==> src/design/afps_pkg.sv <==
// Constants, types and register map of the power mode sequencer
// Overview of operation
// - Regenerate sample clock falling edge, 50% duty
// - Stabilizer relocks after eight equal clock periods
// - Power-down pin high enters power-down state
// - Serial outputs high impedance during power-down
// - Power-down pin low resumes normal operation
// - Standby keeps only references, outputs high impedance
// - Standby pin low resumes normal operation
// - Power-down shuts reference, buffer, PLL, bias
// - Serial port powers down channels or enters standby
// - Serial standby may keep the PLL powered
// - Channels start at start count, stop at stop
// - Start and stop counted from transmit trigger
// - Analog powers up ahead by programmable advance
// - Serial output uses one, two or four lanes
// - Preamp bias selectable, resets to mid-high level
// - Samples taken on sample clock rising edge
package afps_pkg;
	localparam logic [12:0] ADDR_PWR_CTRL    = 13'h0008;
	localparam logic [12:0] ADDR_CH_FULL_POWERDOWN_PIN     = 13'h0009;
	localparam logic [12:0] ADDR_PREAMP_BIAS = 13'h0012;
	localparam logic [12:0] ADDR_ADVANCE     = 13'h0112;
	localparam logic [12:0] ADDR_START       = 13'h0113;
	localparam logic [12:0] ADDR_STOP        = 13'h0114;
	localparam logic [12:0] ADDR_LANES       = 13'h0115;
	localparam logic [12:0] ADDR_STATUS      = 13'h0116;

	localparam logic [7:0] PWR_CTRL_RST    = 8'h04;
	localparam logic [7:0] CH_FULL_POWERDOWN_PIN_RST     = 8'h00;
	localparam logic [7:0] PREAMP_BIAS_RST = 8'h02;
	localparam logic [7:0] ADVANCE_RST     = 8'h00;
	localparam logic [7:0] START_RST       = 8'h00;
	localparam logic [7:0] STOP_RST        = 8'hff;
	localparam logic [7:0] LANES_RST       = 8'h02;

	localparam int PWR_STANDBY_PIN_BIT     = 0;
	localparam int PWR_KEEP_PLL_BIT = 1;
	localparam int PWR_DCS_EN_BIT   = 2;

	localparam int CLK_HZ          = 50_000_000;
	localparam int US_CYCLES       = (CLK_HZ + 999_999) / 1_000_000;
	localparam int WAKE_TIME_US    = 375;
	localparam int DCS_LOCK_CYCLES = 8;
	localparam int SPI_INSTR_BITS  = 16;
	localparam int SPI_FRAME_BITS  = 24;

	typedef enum logic [1:0] {
		ST_NORMAL = 2'b00,
		ST_PWRDN  = 2'b01,
		ST_STANDBY_PIN   = 2'b10,
		ST_WAKE   = 2'b11
	} afps_state_e;

	typedef struct packed {
		logic        wr;
		logic [12:0] addr;
		logic [7:0]  wdata;
	} afps_reg_req_s;

	typedef struct packed {
		logic ref_en;
		logic refbuf_en;
		logic pll_en;
		logic bias_en;
	} afps_supply_s;
endpackage

==> src/design/afps_spi.sv <==
// Serial control port slave: 16-bit instruction then one data byte
`timescale 1ns/10ps
module afps_spi (
	// Clock and reset
	input  wire logic                    clk_i,
	input  wire logic                    rst_n_i,
	// Serial pins
	input  wire logic                    sclk_i,
	input  wire logic                    csb_n_i,
	input  wire logic                    sdio_i,
	output logic                         sdio_o,
	output logic                         sdio_oe_o,
	// Register side
	output afps_pkg::afps_reg_req_s      req_o,
	input  wire logic [7:0]              rdata_i
);
	import afps_pkg::*;

	typedef struct packed {
		logic          sk_m, sk_s, sk_p;
		logic          cs_m, cs_s;
		logic          di_m, di_s;
		logic [4:0]    bits;
		logic [15:0]   sh;
		logic          rd;
		logic          ld;
		logic [7:0]    rsh;
		logic          oe;
		logic          dout;
		afps_reg_req_s req;
	} afps_spi_s;

	afps_spi_s q, d;
	logic [15:0] nsh;

	always_comb begin
		d = q;
		d.sk_m = sclk_i;
		d.sk_s = q.sk_m;
		d.sk_p = q.sk_s;
		d.cs_m = csb_n_i;
		d.cs_s = q.cs_m;
		d.di_m = sdio_i;
		d.di_s = q.di_m;
		d.req.wr = 1'b0;
		nsh = {q.sh[14:0], q.di_s};
		if (q.ld) begin
			d.rsh = rdata_i;
			d.ld = 1'b0;
		end
		if (q.cs_s) begin
			d.bits = 5'h00;
			d.oe = 1'b0;
			d.rd = 1'b0;
		end else if (q.sk_s && !q.sk_p && q.bits < 5'(SPI_FRAME_BITS)) begin
			d.sh = nsh;
			d.bits = q.bits + 5'h01;
			if (q.bits == 5'(SPI_INSTR_BITS - 1)) begin
				d.rd = nsh[15];
				d.req.addr = nsh[12:0];
				d.ld = 1'b1;
			end
			if (q.bits == 5'(SPI_FRAME_BITS - 1) && !q.rd) begin
				d.req.wr = 1'b1;
				d.req.wdata = nsh[7:0];
			end
		end else if (!q.sk_s && q.sk_p && q.rd && q.bits >= 5'(SPI_INSTR_BITS)
				&& q.bits < 5'(SPI_FRAME_BITS)) begin
			// Read data leaves on falling edges so the master samples it on rising ones
			d.oe = 1'b1;
			d.dout = q.rsh[7];
			d.rsh = {q.rsh[6:0], 1'b0};
		end
	end

	always_ff @(posedge clk_i) begin
		if (!rst_n_i) begin
			q <= '0;
			q.sk_m <= 1'b0;
			q.cs_m <= 1'b1;
			q.cs_s <= 1'b1;
		end else begin
			q <= d;
		end
	end

	assign sdio_o = q.dout;
	assign sdio_oe_o = q.oe;
	assign req_o = q.req;
endmodule // afps_spi

==> src/design/afps_dcs.sv <==
// Duty-cycle stabilizer: rebuilds the falling edge from the measured period
`timescale 1ns/10ps
module afps_dcs (
	// Clock and reset
	input  wire logic clk_i,
	input  wire logic rst_n_i,
	// Sample clock pin and control
	input  wire logic smp_clk_i,
	input  wire logic enable_i,
	// Results
	output logic      dcs_clk_o,
	output logic      sample_tick_o,
	output logic      lock_o
);
	import afps_pkg::*;

	typedef struct packed {
		logic       m, s, p;
		logic [7:0] per_cnt;
		logic [7:0] period;
		logic [3:0] lock_cnt;
		logic       clk;
		logic       tick;
		logic       lock;
	} afps_dcs_s;

	afps_dcs_s q, d;
	logic rise;

	always_comb begin
		d = q;
		d.m = smp_clk_i;
		d.s = q.m;
		d.p = q.s;
		rise = q.s && !q.p;
		d.tick = rise;
		if (rise) begin
			d.per_cnt = 8'h01;
			d.clk = 1'b1;
			if (q.per_cnt == q.period) begin
				if (q.lock_cnt != 4'(DCS_LOCK_CYCLES))
					d.lock_cnt = q.lock_cnt + 4'h1;
			end else begin
				d.lock_cnt = 4'h0;
				d.period = q.per_cnt;
			end
		end else begin
			if (q.per_cnt != 8'hff)
				d.per_cnt = q.per_cnt + 8'h01;
			if (!enable_i)
				d.clk = q.s;
			else if (q.per_cnt == {1'b0, q.period[7:1]})
				d.clk = 1'b0;
		end
		d.lock = (d.lock_cnt == 4'(DCS_LOCK_CYCLES)) || !enable_i;
	end

	always_ff @(posedge clk_i) begin
		if (!rst_n_i)
			q <= '0;
		else
			q <= d;
	end

	assign dcs_clk_o = q.clk;
	assign sample_tick_o = q.tick;
	assign lock_o = q.lock;
endmodule // afps_dcs

==> src/design/afps_top.sv <==
// Power mode sequencer of the eight-channel receive front end
`timescale 1ns/10ps
module afps_top (
	// Clock and reset
	input  wire logic                  CLK_I,
	input  wire logic                  RST_N_I,
	// Power, trigger and sample clock pins
	input  wire logic                  FULL_POWERDOWN_PIN_I,
	input  wire logic                  STANDBY_PIN_I,
	input  wire logic                  TRANSMIT_TRIGGER_I,
	input  wire logic                  SAMPLE_CLK_I,
	// Serial control port
	input  wire logic                  SPI_SCLK_I,
	input  wire logic                  SPI_CSB_N_I,
	input  wire logic                  SPI_SDIO_I,
	output logic                       SPI_SDIO_O,
	output logic                       SPI_SDIO_OE_O,
	// Power controls
	output afps_pkg::afps_supply_s     SUPPLY_O,
	output logic [7:0]                 CH_ANALOG_EN_O,
	output logic [7:0]                 CH_DIGITAL_EN_O,
	output logic [3:0]                 LANE_OE_O,
	output logic [1:0]                 PREAMP_BIAS_O,
	// Clock stabilizer and status
	output logic                       DCS_CLK_O,
	output logic                       DCS_LOCK_O,
	output logic                       READY_O
);
	import afps_pkg::*;

	typedef struct packed {
		afps_state_e  st;
		logic         pd_m, pd_s;
		logic         sb_m, sb_s;
		logic         tg_m, tg_s, tg_p;
		logic [5:0]   us_div;
		logic [8:0]   pd_us;
		logic [8:0]   wake_cnt;
		logic [15:0]  cnt;
		logic         armed;
		logic [7:0]   pwr_ctrl;
		logic [7:0]   ch_full_powerdown_pin;
		logic [7:0]   bias;
		logic [7:0]   adv;
		logic [7:0]   start;
		logic [7:0]   stop;
		logic [7:0]   lanes;
		afps_supply_s sup;
		logic [7:0]   ana;
		logic [7:0]   dig;
		logic [3:0]   lane_oe;
		logic         ready;
	} afps_top_s;

	afps_top_s     q, d;
	afps_reg_req_s req;
	logic [7:0]    rdata;
	logic          sample_tick;
	logic          dcs_lock;
	logic          us_tick;
	logic          pd;
	logic          sb;
	logic          spi_standby_pin;
	logic [16:0]   ahead;
	logic          ana_win;
	logic          dig_win;
	logic          run;

	function automatic logic [3:0] lane_mask(input logic [7:0] code);
		unique case (code[1:0])
			2'b00:   lane_mask = 4'h1;
			2'b01:   lane_mask = 4'h3;
			default: lane_mask = 4'hf;
		endcase
	endfunction

	afps_spi u_spi (
		.clk_i     (CLK_I),
		.rst_n_i   (RST_N_I),
		.sclk_i    (SPI_SCLK_I),
		.csb_n_i   (SPI_CSB_N_I),
		.sdio_i    (SPI_SDIO_I),
		.sdio_o    (SPI_SDIO_O),
		.sdio_oe_o (SPI_SDIO_OE_O),
		.req_o     (req),
		.rdata_i   (rdata)
	);

	afps_dcs u_dcs (
		.clk_i         (CLK_I),
		.rst_n_i       (RST_N_I),
		.smp_clk_i     (SAMPLE_CLK_I),
		.enable_i      (q.pwr_ctrl[PWR_DCS_EN_BIT]),
		.dcs_clk_o     (DCS_CLK_O),
		.sample_tick_o (sample_tick),
		.lock_o        (dcs_lock)
	);

	always_comb begin
		rdata = 8'h00;
		unique case (req.addr)
			ADDR_PWR_CTRL:    rdata = q.pwr_ctrl;
			ADDR_CH_FULL_POWERDOWN_PIN:     rdata = q.ch_full_powerdown_pin;
			ADDR_PREAMP_BIAS: rdata = q.bias;
			ADDR_ADVANCE:     rdata = q.adv;
			ADDR_START:       rdata = q.start;
			ADDR_STOP:        rdata = q.stop;
			ADDR_LANES:       rdata = q.lanes;
			ADDR_STATUS:      rdata = {q.armed, q.ready, dcs_lock, 3'b000, q.st};
			default:          rdata = 8'h00;
		endcase
	end

	always_comb begin
		d = q;
		d.pd_m = FULL_POWERDOWN_PIN_I;
		d.pd_s = q.pd_m;
		d.sb_m = STANDBY_PIN_I;
		d.sb_s = q.sb_m;
		d.tg_m = TRANSMIT_TRIGGER_I;
		d.tg_s = q.tg_m;
		d.tg_p = q.tg_s;

		us_tick = (q.us_div == 6'(US_CYCLES - 1));
		d.us_div = us_tick ? 6'h00 : q.us_div + 6'h01;

		if (req.wr) begin
			unique case (req.addr)
				ADDR_PWR_CTRL:    d.pwr_ctrl = req.wdata;
				ADDR_CH_FULL_POWERDOWN_PIN:     d.ch_full_powerdown_pin = req.wdata;
				ADDR_PREAMP_BIAS: d.bias = req.wdata;
				ADDR_ADVANCE:     d.adv = req.wdata;
				ADDR_START:       d.start = req.wdata;
				ADDR_STOP:        d.stop = req.wdata;
				ADDR_LANES:       d.lanes = req.wdata;
				default:          d.bias = q.bias;
			endcase
		end

		pd = q.pd_s;
		spi_standby_pin = q.pwr_ctrl[PWR_STANDBY_PIN_BIT];
		sb = q.sb_s || spi_standby_pin;

		unique case (q.st)
			ST_NORMAL: begin
				if (pd) begin
					d.st = ST_PWRDN;
					d.pd_us = 9'h000;
				end else if (sb) begin
					d.st = ST_STANDBY_PIN;
				end
			end
			ST_STANDBY_PIN: begin
				if (pd) begin
					d.st = ST_PWRDN;
					d.pd_us = 9'h000;
				end else if (!sb) begin
					d.st = ST_NORMAL;
				end
			end
			ST_PWRDN: begin
				if (us_tick && q.pd_us != 9'(WAKE_TIME_US))
					d.pd_us = q.pd_us + 9'h001;
				if (!pd) begin
					d.st = ST_WAKE;
					d.wake_cnt = q.pd_us;
				end
			end
			ST_WAKE: begin
				// wake time follows time spent down
				if (pd) begin
					d.st = ST_PWRDN;
					d.pd_us = 9'h000;
				end else if (q.wake_cnt == 9'h000) begin
					d.st = sb ? ST_STANDBY_PIN : ST_NORMAL;
				end else if (us_tick) begin
					d.wake_cnt = q.wake_cnt - 9'h001;
				end
			end
		endcase

		d.sup.ref_en = (d.st != ST_PWRDN);
		d.sup.refbuf_en = (d.st != ST_PWRDN);
		d.sup.bias_en = (d.st == ST_NORMAL) || (d.st == ST_WAKE);
		d.sup.pll_en = d.sup.bias_en
			|| (d.st == ST_STANDBY_PIN && spi_standby_pin && !q.sb_s && q.pwr_ctrl[PWR_KEEP_PLL_BIT]);

		if (q.tg_s && !q.tg_p) begin
			d.cnt = 16'h0000;
			d.armed = 1'b1;
		end else if (sample_tick && q.armed && q.cnt != 16'hffff) begin
			d.cnt = q.cnt + 16'h0001;
		end

		ahead = {1'b0, q.cnt} + {9'h000, q.adv};
		dig_win = q.armed && (q.cnt >= {8'h00, q.start}) && (q.cnt < {8'h00, q.stop});
		ana_win = q.armed && (ahead >= {9'h000, q.start}) && (q.cnt < {8'h00, q.stop});
		run = (q.st == ST_NORMAL);
		d.ana = (run && ana_win) ? ~q.ch_full_powerdown_pin : 8'h00;
		d.dig = (run && dig_win) ? ~q.ch_full_powerdown_pin : 8'h00;

		// drivers high impedance when not running
		d.lane_oe = (d.st == ST_NORMAL) ? lane_mask(q.lanes) : 4'h0;
		d.ready = (d.st == ST_NORMAL) && dcs_lock;
	end

	always_ff @(posedge CLK_I) begin
		if (!RST_N_I) begin
			q <= '0;
			q.st <= ST_NORMAL;
			q.pwr_ctrl <= PWR_CTRL_RST;
			q.ch_full_powerdown_pin <= CH_FULL_POWERDOWN_PIN_RST;
			q.bias <= PREAMP_BIAS_RST;
			q.adv <= ADVANCE_RST;
			q.start <= START_RST;
			q.stop <= STOP_RST;
			q.lanes <= LANES_RST;
		end else begin
			q <= d;
		end
	end

	assign SUPPLY_O = q.sup;
	assign CH_ANALOG_EN_O = q.ana;
	assign CH_DIGITAL_EN_O = q.dig;
	assign LANE_OE_O = q.lane_oe;
	assign PREAMP_BIAS_O = q.bias[1:0];
	assign DCS_LOCK_O = dcs_lock;
	assign READY_O = q.ready;
endmodule // afps_top

==> config.mk <==
export PLATFORM = sky130hd
export DESIGN_NAME = afps_top
export DESIGN_NICKNAME = d
export VERILOG_FILES = /design/src/design/afps_pkg.sv /design/src/design/afps_spi.sv /design/src/design/afps_dcs.sv /design/src/design/afps_top.sv
export SDC_FILE = /design/constraint.sdc
export NUM_CORES = 1
export LEC_CHECK = 0
export BUFFER_PORTS_ARGS = -buffer_cell sky130_fd_sc_hd__buf_2
export CAP_MARGIN = 20
export CORE_UTILIZATION = 50
export DETAILED_ROUTE_END_ITERATION = 6
export PLACE_DENSITY_LB_ADDON = 0.3
export SYNTH_ARGS = -nofsm -noshare
export SYNTH_HDL_FRONTEND = slang
export SYNTH_SLANG_ARGS = --single-unit
==> constraint.sdc <==
create_clock -name CLK_I -period 8.8 [get_ports CLK_I]
set_input_delay 1.32 -clock CLK_I [delete_from_list [all_inputs] [get_ports CLK_I]]
set_output_delay 1.32 -clock CLK_I [all_outputs]
set_load 0.02 [all_outputs]
==> results of run 1 <==
## cells by family after synthesis
| kind of cell | synth area share [%] |
|---|---|
| XOR/XNOR | 4.460 |
| AND/OR/NAND/NOR | 21.64 |
| AO/OA/AOI/OAI | 14.84 |
| adder cells (fa/ha/maj) | 5.698 |
| buffers and inverters | 6.420 |
| flip-flops | 41.55 |
| multiplexers | 5.398 |
## per-layer routing
layer | track usage (%) | wire length [µm]
met5 | 0 | 0
met4 | 7.448 | 734
met3 | 3.156 | 1258
met2 | 35.83 | 10530
met1 | 29.88 | 10930
## power breakdown
group	switching (mW)	internal, mW	leakage, nW
combinational	0.0446	0.0226	2.48
sequential	0.0101	0.991	1.75
clock	0.380	0.567	0.373
total	0.435	1.58	4.60
## flip-flops by register name (all words and copies together) (netlist names), 2 cells and up
name	count
u_spi.q	17
u_spi.req_o	22
u_spi.nsh	16
SUPPLY_O	3
u_dcs.d	2
LANE_OE_O	3
u_spi.d	4
u_dcs.q	21
q	99
CH_DIGITAL_EN_O	8
CH_ANALOG_EN_O	8
PREAMP_BIAS_O	2
d	4
## final cells by class
type                       count  area [µm²]
sequential                   216        4324
clock inverter                10       103.9
multi-input combinational    820        5415
fill                        1877        9077
tap                          270       337.8
clock buffer                  28       634.4
inverter                      46       173.9
timing repair buffer          44       232.7
## cells in the mapped netlist (17+ instances only)
cell type  count  share of area, %
and3_1        17               1.0
inv_1         46               1.7
clkbuf_1      45               1.6
o21ai_0       26               1.3
nor3_1        18              0.87
buf_4         32               2.3
dfxtp_1      216                42
nor2_1       115               4.1
nand4_1       17               1.0
a21oi_1       85               4.1
nand2_1      109               3.9
nand3_1       57               2.7
and2_1        24               1.4
xor2_1        38               3.2
nand2b_1      18               1.1
mux2i_1       55               5.3
ha_1          45               5.4
## path summary, 6_finish.rpt
check | from | end | slack, ns | cells after the start
max | q[82]$_SDFFE_PP0P_ | CH_ANALOG_EN_O[4]$_SDFF_PN0_ | 5.19 | 14
min reg2reg | u_spi.d[57]$_SDFF_PN1_ | u_spi.q[57]$_SDFF_PN1_ | 0.41 | 1
max reg2reg | q[82]$_SDFFE_PP0P_ | CH_ANALOG_EN_O[4]$_SDFF_PN0_ | 5.19 | 14
min | u_spi.d[57]$_SDFF_PN1_ | u_spi.q[57]$_SDFF_PN1_ | 0.41 | 1
==> impl_metrics.json, run 1 <==
{
  "relSlewSlack_pct": 51.43,
  "cp_data_required_time_ns": 9.15,
  "finalClockSkew_ns": 0.007169,
  "ctsResizeCount": 0,
  "cap_violations": 0,
  "final_cell_mix": "216 x dfxtp_1, 115 x nor2_1, 109 x nand2_1",
  "status": "finished clean",
  "drtPass1Iterations": 7,
  "p_total_mw": 2.016,
  "p_per_area_nw_per_um2": 179.7,
  "synth_edf_count": 0,
  "gp_congestion": 0.8390,
  "drcViolationCount": 0,
  "netlist_area_um2": 10410,
  "stdcell_count": 1434,
  "antenna_found_initial": 0,
  "numCtsBuffers": 23,
  "synth_area_per_cell_um2": 8.857,
  "design_area_um2": 11220,
  "yosys_warnings": 0,
  "worst_slew_pin_slew_ns": 0.7271,
  "slew_violations": 0,
  "cp_top_family": "compound AO/OA/AOI/OAI gates",
  "die_h_um": 146.3,
  "p_leak_nw": 4.598,
  "syn_to_final_growth_pct": 7.826,
  "pre_cts_ws_ns": 4.887,
  "yosysSeqAreaShare_pct": 41.55,
  "synth_cells": 1175,
  "num_rows": 52,
  "ant_nets": 0,
  "cp_num_buf_inv": 1,
  "wl_per_cell_um": 16.35,
  "final_common_cell": "dfxtp_1",
  "dpl_cell_area_um2": 10480,
  "grt_use_total_pct": 22.02,
  "die_x_um": 146.3,
  "synthFlopType": "dfxtp_1",
  "crit_chain": "ha_1 -> inv_1 -> fa_1 -> nand2b_1 -> a21oi_1 -> a211oi_1 -> xnor2_1 -> ha_1 -> a21oi_1 -> o21a_1 -> o21ai_0 -> a211o_1 -> nor4_4 -> a211oi_1",
  "dp_hpwl_mm": 16.37,
  "numPortBuffers": 39,
  "drt_wl_total_mm": 23.45,
  "hold_violations": 0,
  "grt_max_degree": 61,
  "drtIter0Drc": 527,
  "cts_buffer_depth": 3,
  "synth_cell_types": 79,
  "tns_ns": 0,
  "finalHoldWorstSlack_ns": 0.4067,
  "die_area_um2": 21400,
  "diodes": 0,
  "dp.cells": 1396,
  "synth-seq-cells": 216,
  "slowest_delay_ns": 0.46,
  "fin_util_pct": 55.28,
  "rsz0062_at_grt": "false",
  "io-pin-count": 40,
  "crit_type": "reg2reg",
  "grt-ovfl-total": 0,
  "max_freq_mhz": 277.2,
  "crit_slowest_cell": "nor4_4",
  "drive_gt1_share_pct": 10.05,
  "peakVddDrop_mv": 0.1422,
  "cts_tree": "built",
  "cts_root_buffer": "clkbuf_16",
  "vias_per_cell": 5.699,
  "setup_ws_ns": 5.193,
  "critPathMaxFanout": 8,
  "first_global_vias": 7629,
  "grt_pass1_wl_mm": 38.78,
  "hp-class": "reg2reg",
  "vias": 8172,
  "initial_utilization_pct": 51.27,
  "fin_nets": 1206,
  "finalCritPeriodShare_pct": 40.99,
  "finalSetupViolations": 0,
  "cp.arrival_ns": 3.96,
  "clk_latency_ns": 0.50,
  "post_cts_buffers": 0,
  "h-tree-depth": 1,
  "startpoint_type": "register",
  "ys_async_sr_fraction_pct": 0,
  "period_minus_slack_ns": 3.607,
  "syn_nets": 1230,
  "ctsHoldBuffers": 0,
  "endpoint_kind": "register",
  "path_clk_slew_ns": 0.06,
  "core_um2": 20300,
  "cts_sinks": 216
}
Power figures use the tool's default switching activity.
==> run 2, diff against run 1 <==
==> constraint.sdc (replaced) <==
create_clock -name CLK_I -period 3.7 [get_ports CLK_I]
set_input_delay 0.555 -clock CLK_I [delete_from_list [all_inputs] [get_ports CLK_I]]
set_output_delay 0.555 -clock CLK_I [all_outputs]
set_load 0.02 [all_outputs]
==> run 2 against run 1 <==
Effect of this change: via count decreased by 1.3%; global-route usage up 0.15 points; sequential share of layout area is 0.24 points lower; sequential cell count did not move; critical path depth grew 1; cell count grew 0.49%.
==> impl_metrics.json, run 2 (synthesis gave the netlist of run 1 again) <==
{
  "rsz0062_at_grt": "false",
  "die_h_um": 146.3,
  "io-pin-count": 40,
  "cp_data_required_time_ns": 4.06,
  "cts_tree": "built",
  "vias": 8062,
  "endpoint_kind": "register",
  "p_leak_nw": 4.636,
  "p_per_area_nw_per_um2": 430.9,
  "slowest_delay_ns": 0.41,
  "r2r_start": "q[82]$_SDFFE_PP0P_",
  "grt_pass1_wl_mm": 38.85,
  "drive_gt1_share_pct": 10.33,
  "vias_per_cell": 5.595,
  "grt-ovfl-total": 0,
  "hp-class": "in2reg",
  "crit_slowest_cell": "dfxtp_1",
  "stdcell_count": 1441,
  "drcViolationCount": 0,
  "timing.rr.end": "CH_ANALOG_EN_O[6]$_SDFF_PN0_",
  "drtPass1Iterations": 5,
  "fin_nets": 1211,
  "critPathMaxFanout": 8,
  "ant_nets": 0,
  "final_cell_mix": "216 x dfxtp_1, 115 x nor2_1, 109 x nand2_1",
  "status": "finished clean",
  "syn_to_final_growth_pct": 8.500,
  "drtIter0Drc": 603,
  "numPortBuffers": 39,
  "cts_sinks": 216,
  "wl_per_cell_um": 16.09,
  "crit_start": "q[82]$_SDFFE_PP0P_",
  "first_global_vias": 7562,
  "r2r_cells": 15,
  "diodes": 0,
  "largest_register": "q",
  "startpoint_type": "register",
  "h-tree-depth": 1,
  "clk_latency_ns": 0.52,
  "peakVddDrop_mv": 0.3107,
  "initial_utilization_pct": 51.27,
  "dp_hpwl_mm": 16.40,
  "rrSetupSlack_ns": 0.34,
  "ctsHoldBuffers": 0,
  "final_common_cell": "dfxtp_1",
  "dp.cells": 1400,
  "worst_slew_pin_slew_ns": 0.7085,
  "core_um2": 20300,
  "grt_max_degree": 51,
  "cts_buffer_depth": 3,
  "path_clk_slew_ns": 0.06,
  "crit_chain": "ha_1 -> inv_1 -> fa_1 -> nand2b_1 -> a21oi_1 -> a211oi_1 -> xnor2_1 -> ha_1 -> a21oi_1 -> o21a_1 -> o21ai_0 -> a211o_1 -> nor4_4 -> buf_4 -> a211oi_1",
  "antenna_found_initial": 0,
  "numCtsBuffers": 23,
  "crit_type": "reg2reg",
  "max_freq_mhz": 298.0,
  "finalCritPeriodShare_pct": 90.69,
  "relSlewSlack_pct": 52.77,
  "crit_path_end": "CH_ANALOG_EN_O[6]$_SDFF_PN0_",
  "largest_reg_flops": 99,
  "drt_wl_total_mm": 23.18,
  "finalClockSkew_ns": 0.01263,
  "period_minus_slack_ns": 3.355,
  "grt_use_total_pct": 22.17,
  "cap_violations": 0,
  "die_area_um2": 21400,
  "p_total_mw": 4.866,
  "gp_congestion": 0.8563,
  "num_rows": 52,
  "cts_root_buffer": "clkbuf_16",
  "finalSetupViolations": 0,
  "cp.arrival_ns": 3.71,
  "tns_ns": 0,
  "hold_violations": 0,
  "die_x_um": 146.3,
  "slew_violations": 0
}
[run 2: power breakdown]
part	total [mW]	internal, mW	switching, mW	leakage (nW)
combinational	0.164	0.0554	0.109	2.50
sequential	2.38	2.36	0.0223	1.75
clock	2.32	1.42	0.904	0.383
[run 2: metrics by stage]
step	hold WS [ns]	setup slack (ns)	cell area, µm²	util [%]
floorplan	0.3863	0.5496	10410	-
global placement	0.3883	0.2086	10510	51.79
detailed placement	0.3965	0.1604	10510	51.79
CTS	0.2035	0.1311	11280	55.59
global route	0.2267	0.06743	11290	55.63
finish	0.2264	0.3446	11290	55.63
[run 2: what timing repair did]
action | CTS | global route
endpoints found under the setup margin | 0 | 8
buffers inserted | 0 | 1
resized for setup | 0 | 0
[run 2: per-layer routing]
metal	wire, µm	track usage (%)
met1	10970	31.14
met2	10550	35.64
met3	1110	2.656
met4	554	6.615
met5	0	0
[run 2: worst min path at each step]
stage	startpoint	to	slack (ns)	cells after the start
final	SPI_CSB_N_I	u_spi.d[57]$_SDFF_PN1_	0.23	2
after global routing	SPI_CSB_N_I	u_spi.d[57]$_SDFF_PN1_	0.23	2
after CTS	SPI_CSB_N_I	u_spi.d[57]$_SDFF_PN1_	0.20	2
after detailed placement	u_spi.d[57]$_SDFF_PN1_	u_spi.q[57]$_SDFF_PN1_	0.40	1
after global placement	u_spi.d[57]$_SDFF_PN1_	u_spi.q[57]$_SDFF_PN1_	0.39	1
after floorplan	u_spi.d[57]$_SDFF_PN1_	u_spi.q[57]$_SDFF_PN1_	0.39	1
[run 2: layout make-up]
type	instances	area [µm²]
tap	270	337.8
multi-input combinational	820	5415
clock inverter	6	83.83
sequential	216	4324
clock buffer	34	686.9
inverter	46	173.9
timing repair buffer	49	270.3
fill	1895	9007
[run 2: worst max-delay path: cells and delay by family, from the launching register on]
family | cells | cell delay [ns]
flops | 1 | 0.41
compound gates | 7 | 1.17
buf+inv | 2 | 0.26
xor+xnor | 1 | 0.14
fa+ha+maj | 3 | 0.93
simple gates | 2 | 0.31
==> run 3, diff against run 2 <==
--- a/config.mk
+++ b/config.mk
@@ -7,9 +7,11 @@
 export LEC_CHECK = 0
 export BUFFER_PORTS_ARGS = -buffer_cell sky130_fd_sc_hd__buf_2
 export CAP_MARGIN = 20
+export CORE_ASPECT_RATIO = 0.9
 export CORE_UTILIZATION = 50
 export DETAILED_ROUTE_END_ITERATION = 6
 export PLACE_DENSITY_LB_ADDON = 0.3
+export REMOVE_ABC_BUFFERS = 1
 export SYNTH_ARGS = -nofsm -noshare
 export SYNTH_HDL_FRONTEND = slang
 export SYNTH_SLANG_ARGS = --single-unit
==> run 3 against run 2 <==
Effect of this change: highest routed layer unchanged; global-route usage decreased by 0.48 points; hold slack got worse by 0.013 ns; combinational power about the same; register-to-register slack got worse by 0.06 ns; wire length increased by 0.75%.
==> impl_metrics.json, run 3 (synthesis gave the netlist of run 1 again) <==
{
  "status": "finished clean",
  "r2r_cells": 15,
  "hp-class": "in2reg",
  "ctsHoldBuffers": 0,
  "p_leak_nw": 4.611,
  "drcViolationCount": 0,
  "die_h_um": 138.9,
  "startpoint_type": "register",
  "cp_num_buf_inv": 2,
  "hold_violations": 0,
  "endpoint_kind": "register",
  "vias_per_cell": 5.706,
  "dp.cells": 1385,
  "diodes": 0,
  "final_cell_mix": "216 x dfxtp_1, 115 x nor2_1, 109 x nand2_1",
  "ctsResizeCount": 0,
  "p_per_area_nw_per_um2": 427.0,
  "syn_to_final_growth_pct": 8.042,
  "largest_register": "q",
  "period_minus_slack_ns": 3.413,
  "core_um2": 20170,
  "routed.top_layer": "met4",
  "dr_wl_met2_mm": 9.825,
  "h-tree-depth": 1,
  "vias": 8148,
  "numPortBuffers": 39,
  "critPathMaxFanout": 8,
  "slowest_delay_ns": 0.41,
  "crit_slowest_cell": "dfxtp_1",
  "relSlewSlack_pct": 47.90,
  "crit_chain": "ha_1 -> inv_1 -> fa_1 -> nand2b_1 -> a21oi_1 -> a211oi_1 -> xnor2_1 -> ha_1 -> a21oi_1 -> o21a_1 -> o21ai_0 -> a211o_1 -> nor4_4 -> buf_4 -> a211oi_1",
  "cp_data_required_time_ns": 4.06,
  "worst_slew_pin_slew_ns": 0.7815,
  "max_freq_mhz": 293.0,
  "cp_num_cells": 15,
  "cp.arrival_ns": 3.77,
  "finalCritPeriodShare_pct": 92.24,
  "crit_type": "reg2reg",
  "fin_nets": 1211,
  "finalClockSkew_ns": 0.009279,
  "dp_hpwl_mm": 16.28,
  "drtPass1Iterations": 5,
  "gp_congestion": 0.9088,
  "tns_ns": 0,
  "pre_cts_ws_ns": 0.1096,
  "clk_latency_ns": 0.52,
  "wl_met1_mm": 11.65,
  "stdcell_count": 1428,
  "dr_wl_met3_mm": 1.379,
  "slew_violations": 0,
  "numCtsBuffers": 23,
  "grt-ovfl-total": 0,
  "io-pin-count": 40,
  "hold_depth": 2,
  "fin_util_pct": 55.75,
  "multiInputGateArea_um2": 5415,
  "post_cts_buffers": 0,
  "grt_use_total_pct": 21.70,
  "cts_buffer_depth": 3,
  "first_global_vias": 7299,
  "die_area_um2": 21400,
  "p_total_mw": 4.802,
  "die_x_um": 154.1,
  "wl_per_cell_um": 16.36,
  "antenna_found_initial": 0,
  "cts_sinks": 216,
  "nFillCells": 1832,
  "seq_area_um2": 4324,
  "final_common_cell": "dfxtp_1",
  "num_rows": 49,
  "initial_utilization_pct": 51.60,
  "drive_gt1_share_pct": 10.32,
  "cts_root_buffer": "clkbuf_16",
  "path_clk_slew_ns": 0.06,
  "peakVddDrop_mv": 0.3763,
  "setup_ws_ns": 0.2873,
  "cts_tree": "built",
  "ant_nets": 0,
  "largest_reg_flops": 99,
  "drtIter0Drc": 647,
  "rsz0062_at_grt": "false",
  "finalSetupViolations": 0,
  "cp_top_family": "compound AO/OA/AOI/OAI gates",
  "grt_pass1_wl_mm": 38.01,
  "drt_wl_total_mm": 23.36,
  "cap_violations": 0,
  "grt_max_degree": 71
}
==> run 3: power by group <==
part	leakage, nW	switching [mW]	internal [mW]
Combinational	2.51	0.106	0.0543
Sequential	1.75	0.0227	2.36
Clock	0.357	0.941	1.32
Total	4.61	1.07	3.73
==> run 3: metal layers <==
| metal | track usage, % | up-vias |
|---|---|---|
| li1 | - | 4060 |
| met1 | 32.70 | 3843 |
| met2 | 31.94 | 204 |
| met3 | 3.313 | 41 |
| met4 | 5.789 | 0 |
| met5 | 0 | - |
==> run 3: path summary, 6_finish.rpt <==
check	endpoint	start	slack (ns)
setup / recovery	CH_ANALOG_EN_O[0]$_SDFF_PN0_	q[82]$_SDFFE_PP0P_	0.29
hold / removal	u_spi.d[57]$_SDFF_PN1_	SPI_CSB_N_I	0.21
setup reg to reg	CH_ANALOG_EN_O[0]$_SDFF_PN0_	q[82]$_SDFFE_PP0P_	0.29
hold reg to reg	u_spi.q[57]$_SDFF_PN1_	u_spi.d[57]$_SDFF_PN1_	0.41
==> run 3: cell type report <==
cell class                 count  share of cell area (%)
tap                          255                   2.837
inverter                      46                   1.536
clock inverter                 8                  0.6788
multi-input combinational    820                   48.16
timing repair buffer          49                   2.403
sequential                   216                   38.46
clock buffer                  34                   5.931
==> run 3: stage by stage <==
step                      cell area (µm²)  hold WS (ns)
after floorplan                      9912        0.3863
after global placement              10490        0.3892
after detailed placement            10490        0.3996
after CTS                           11240        0.2045
after global routing                11240        0.2204
final                               11240        0.2137
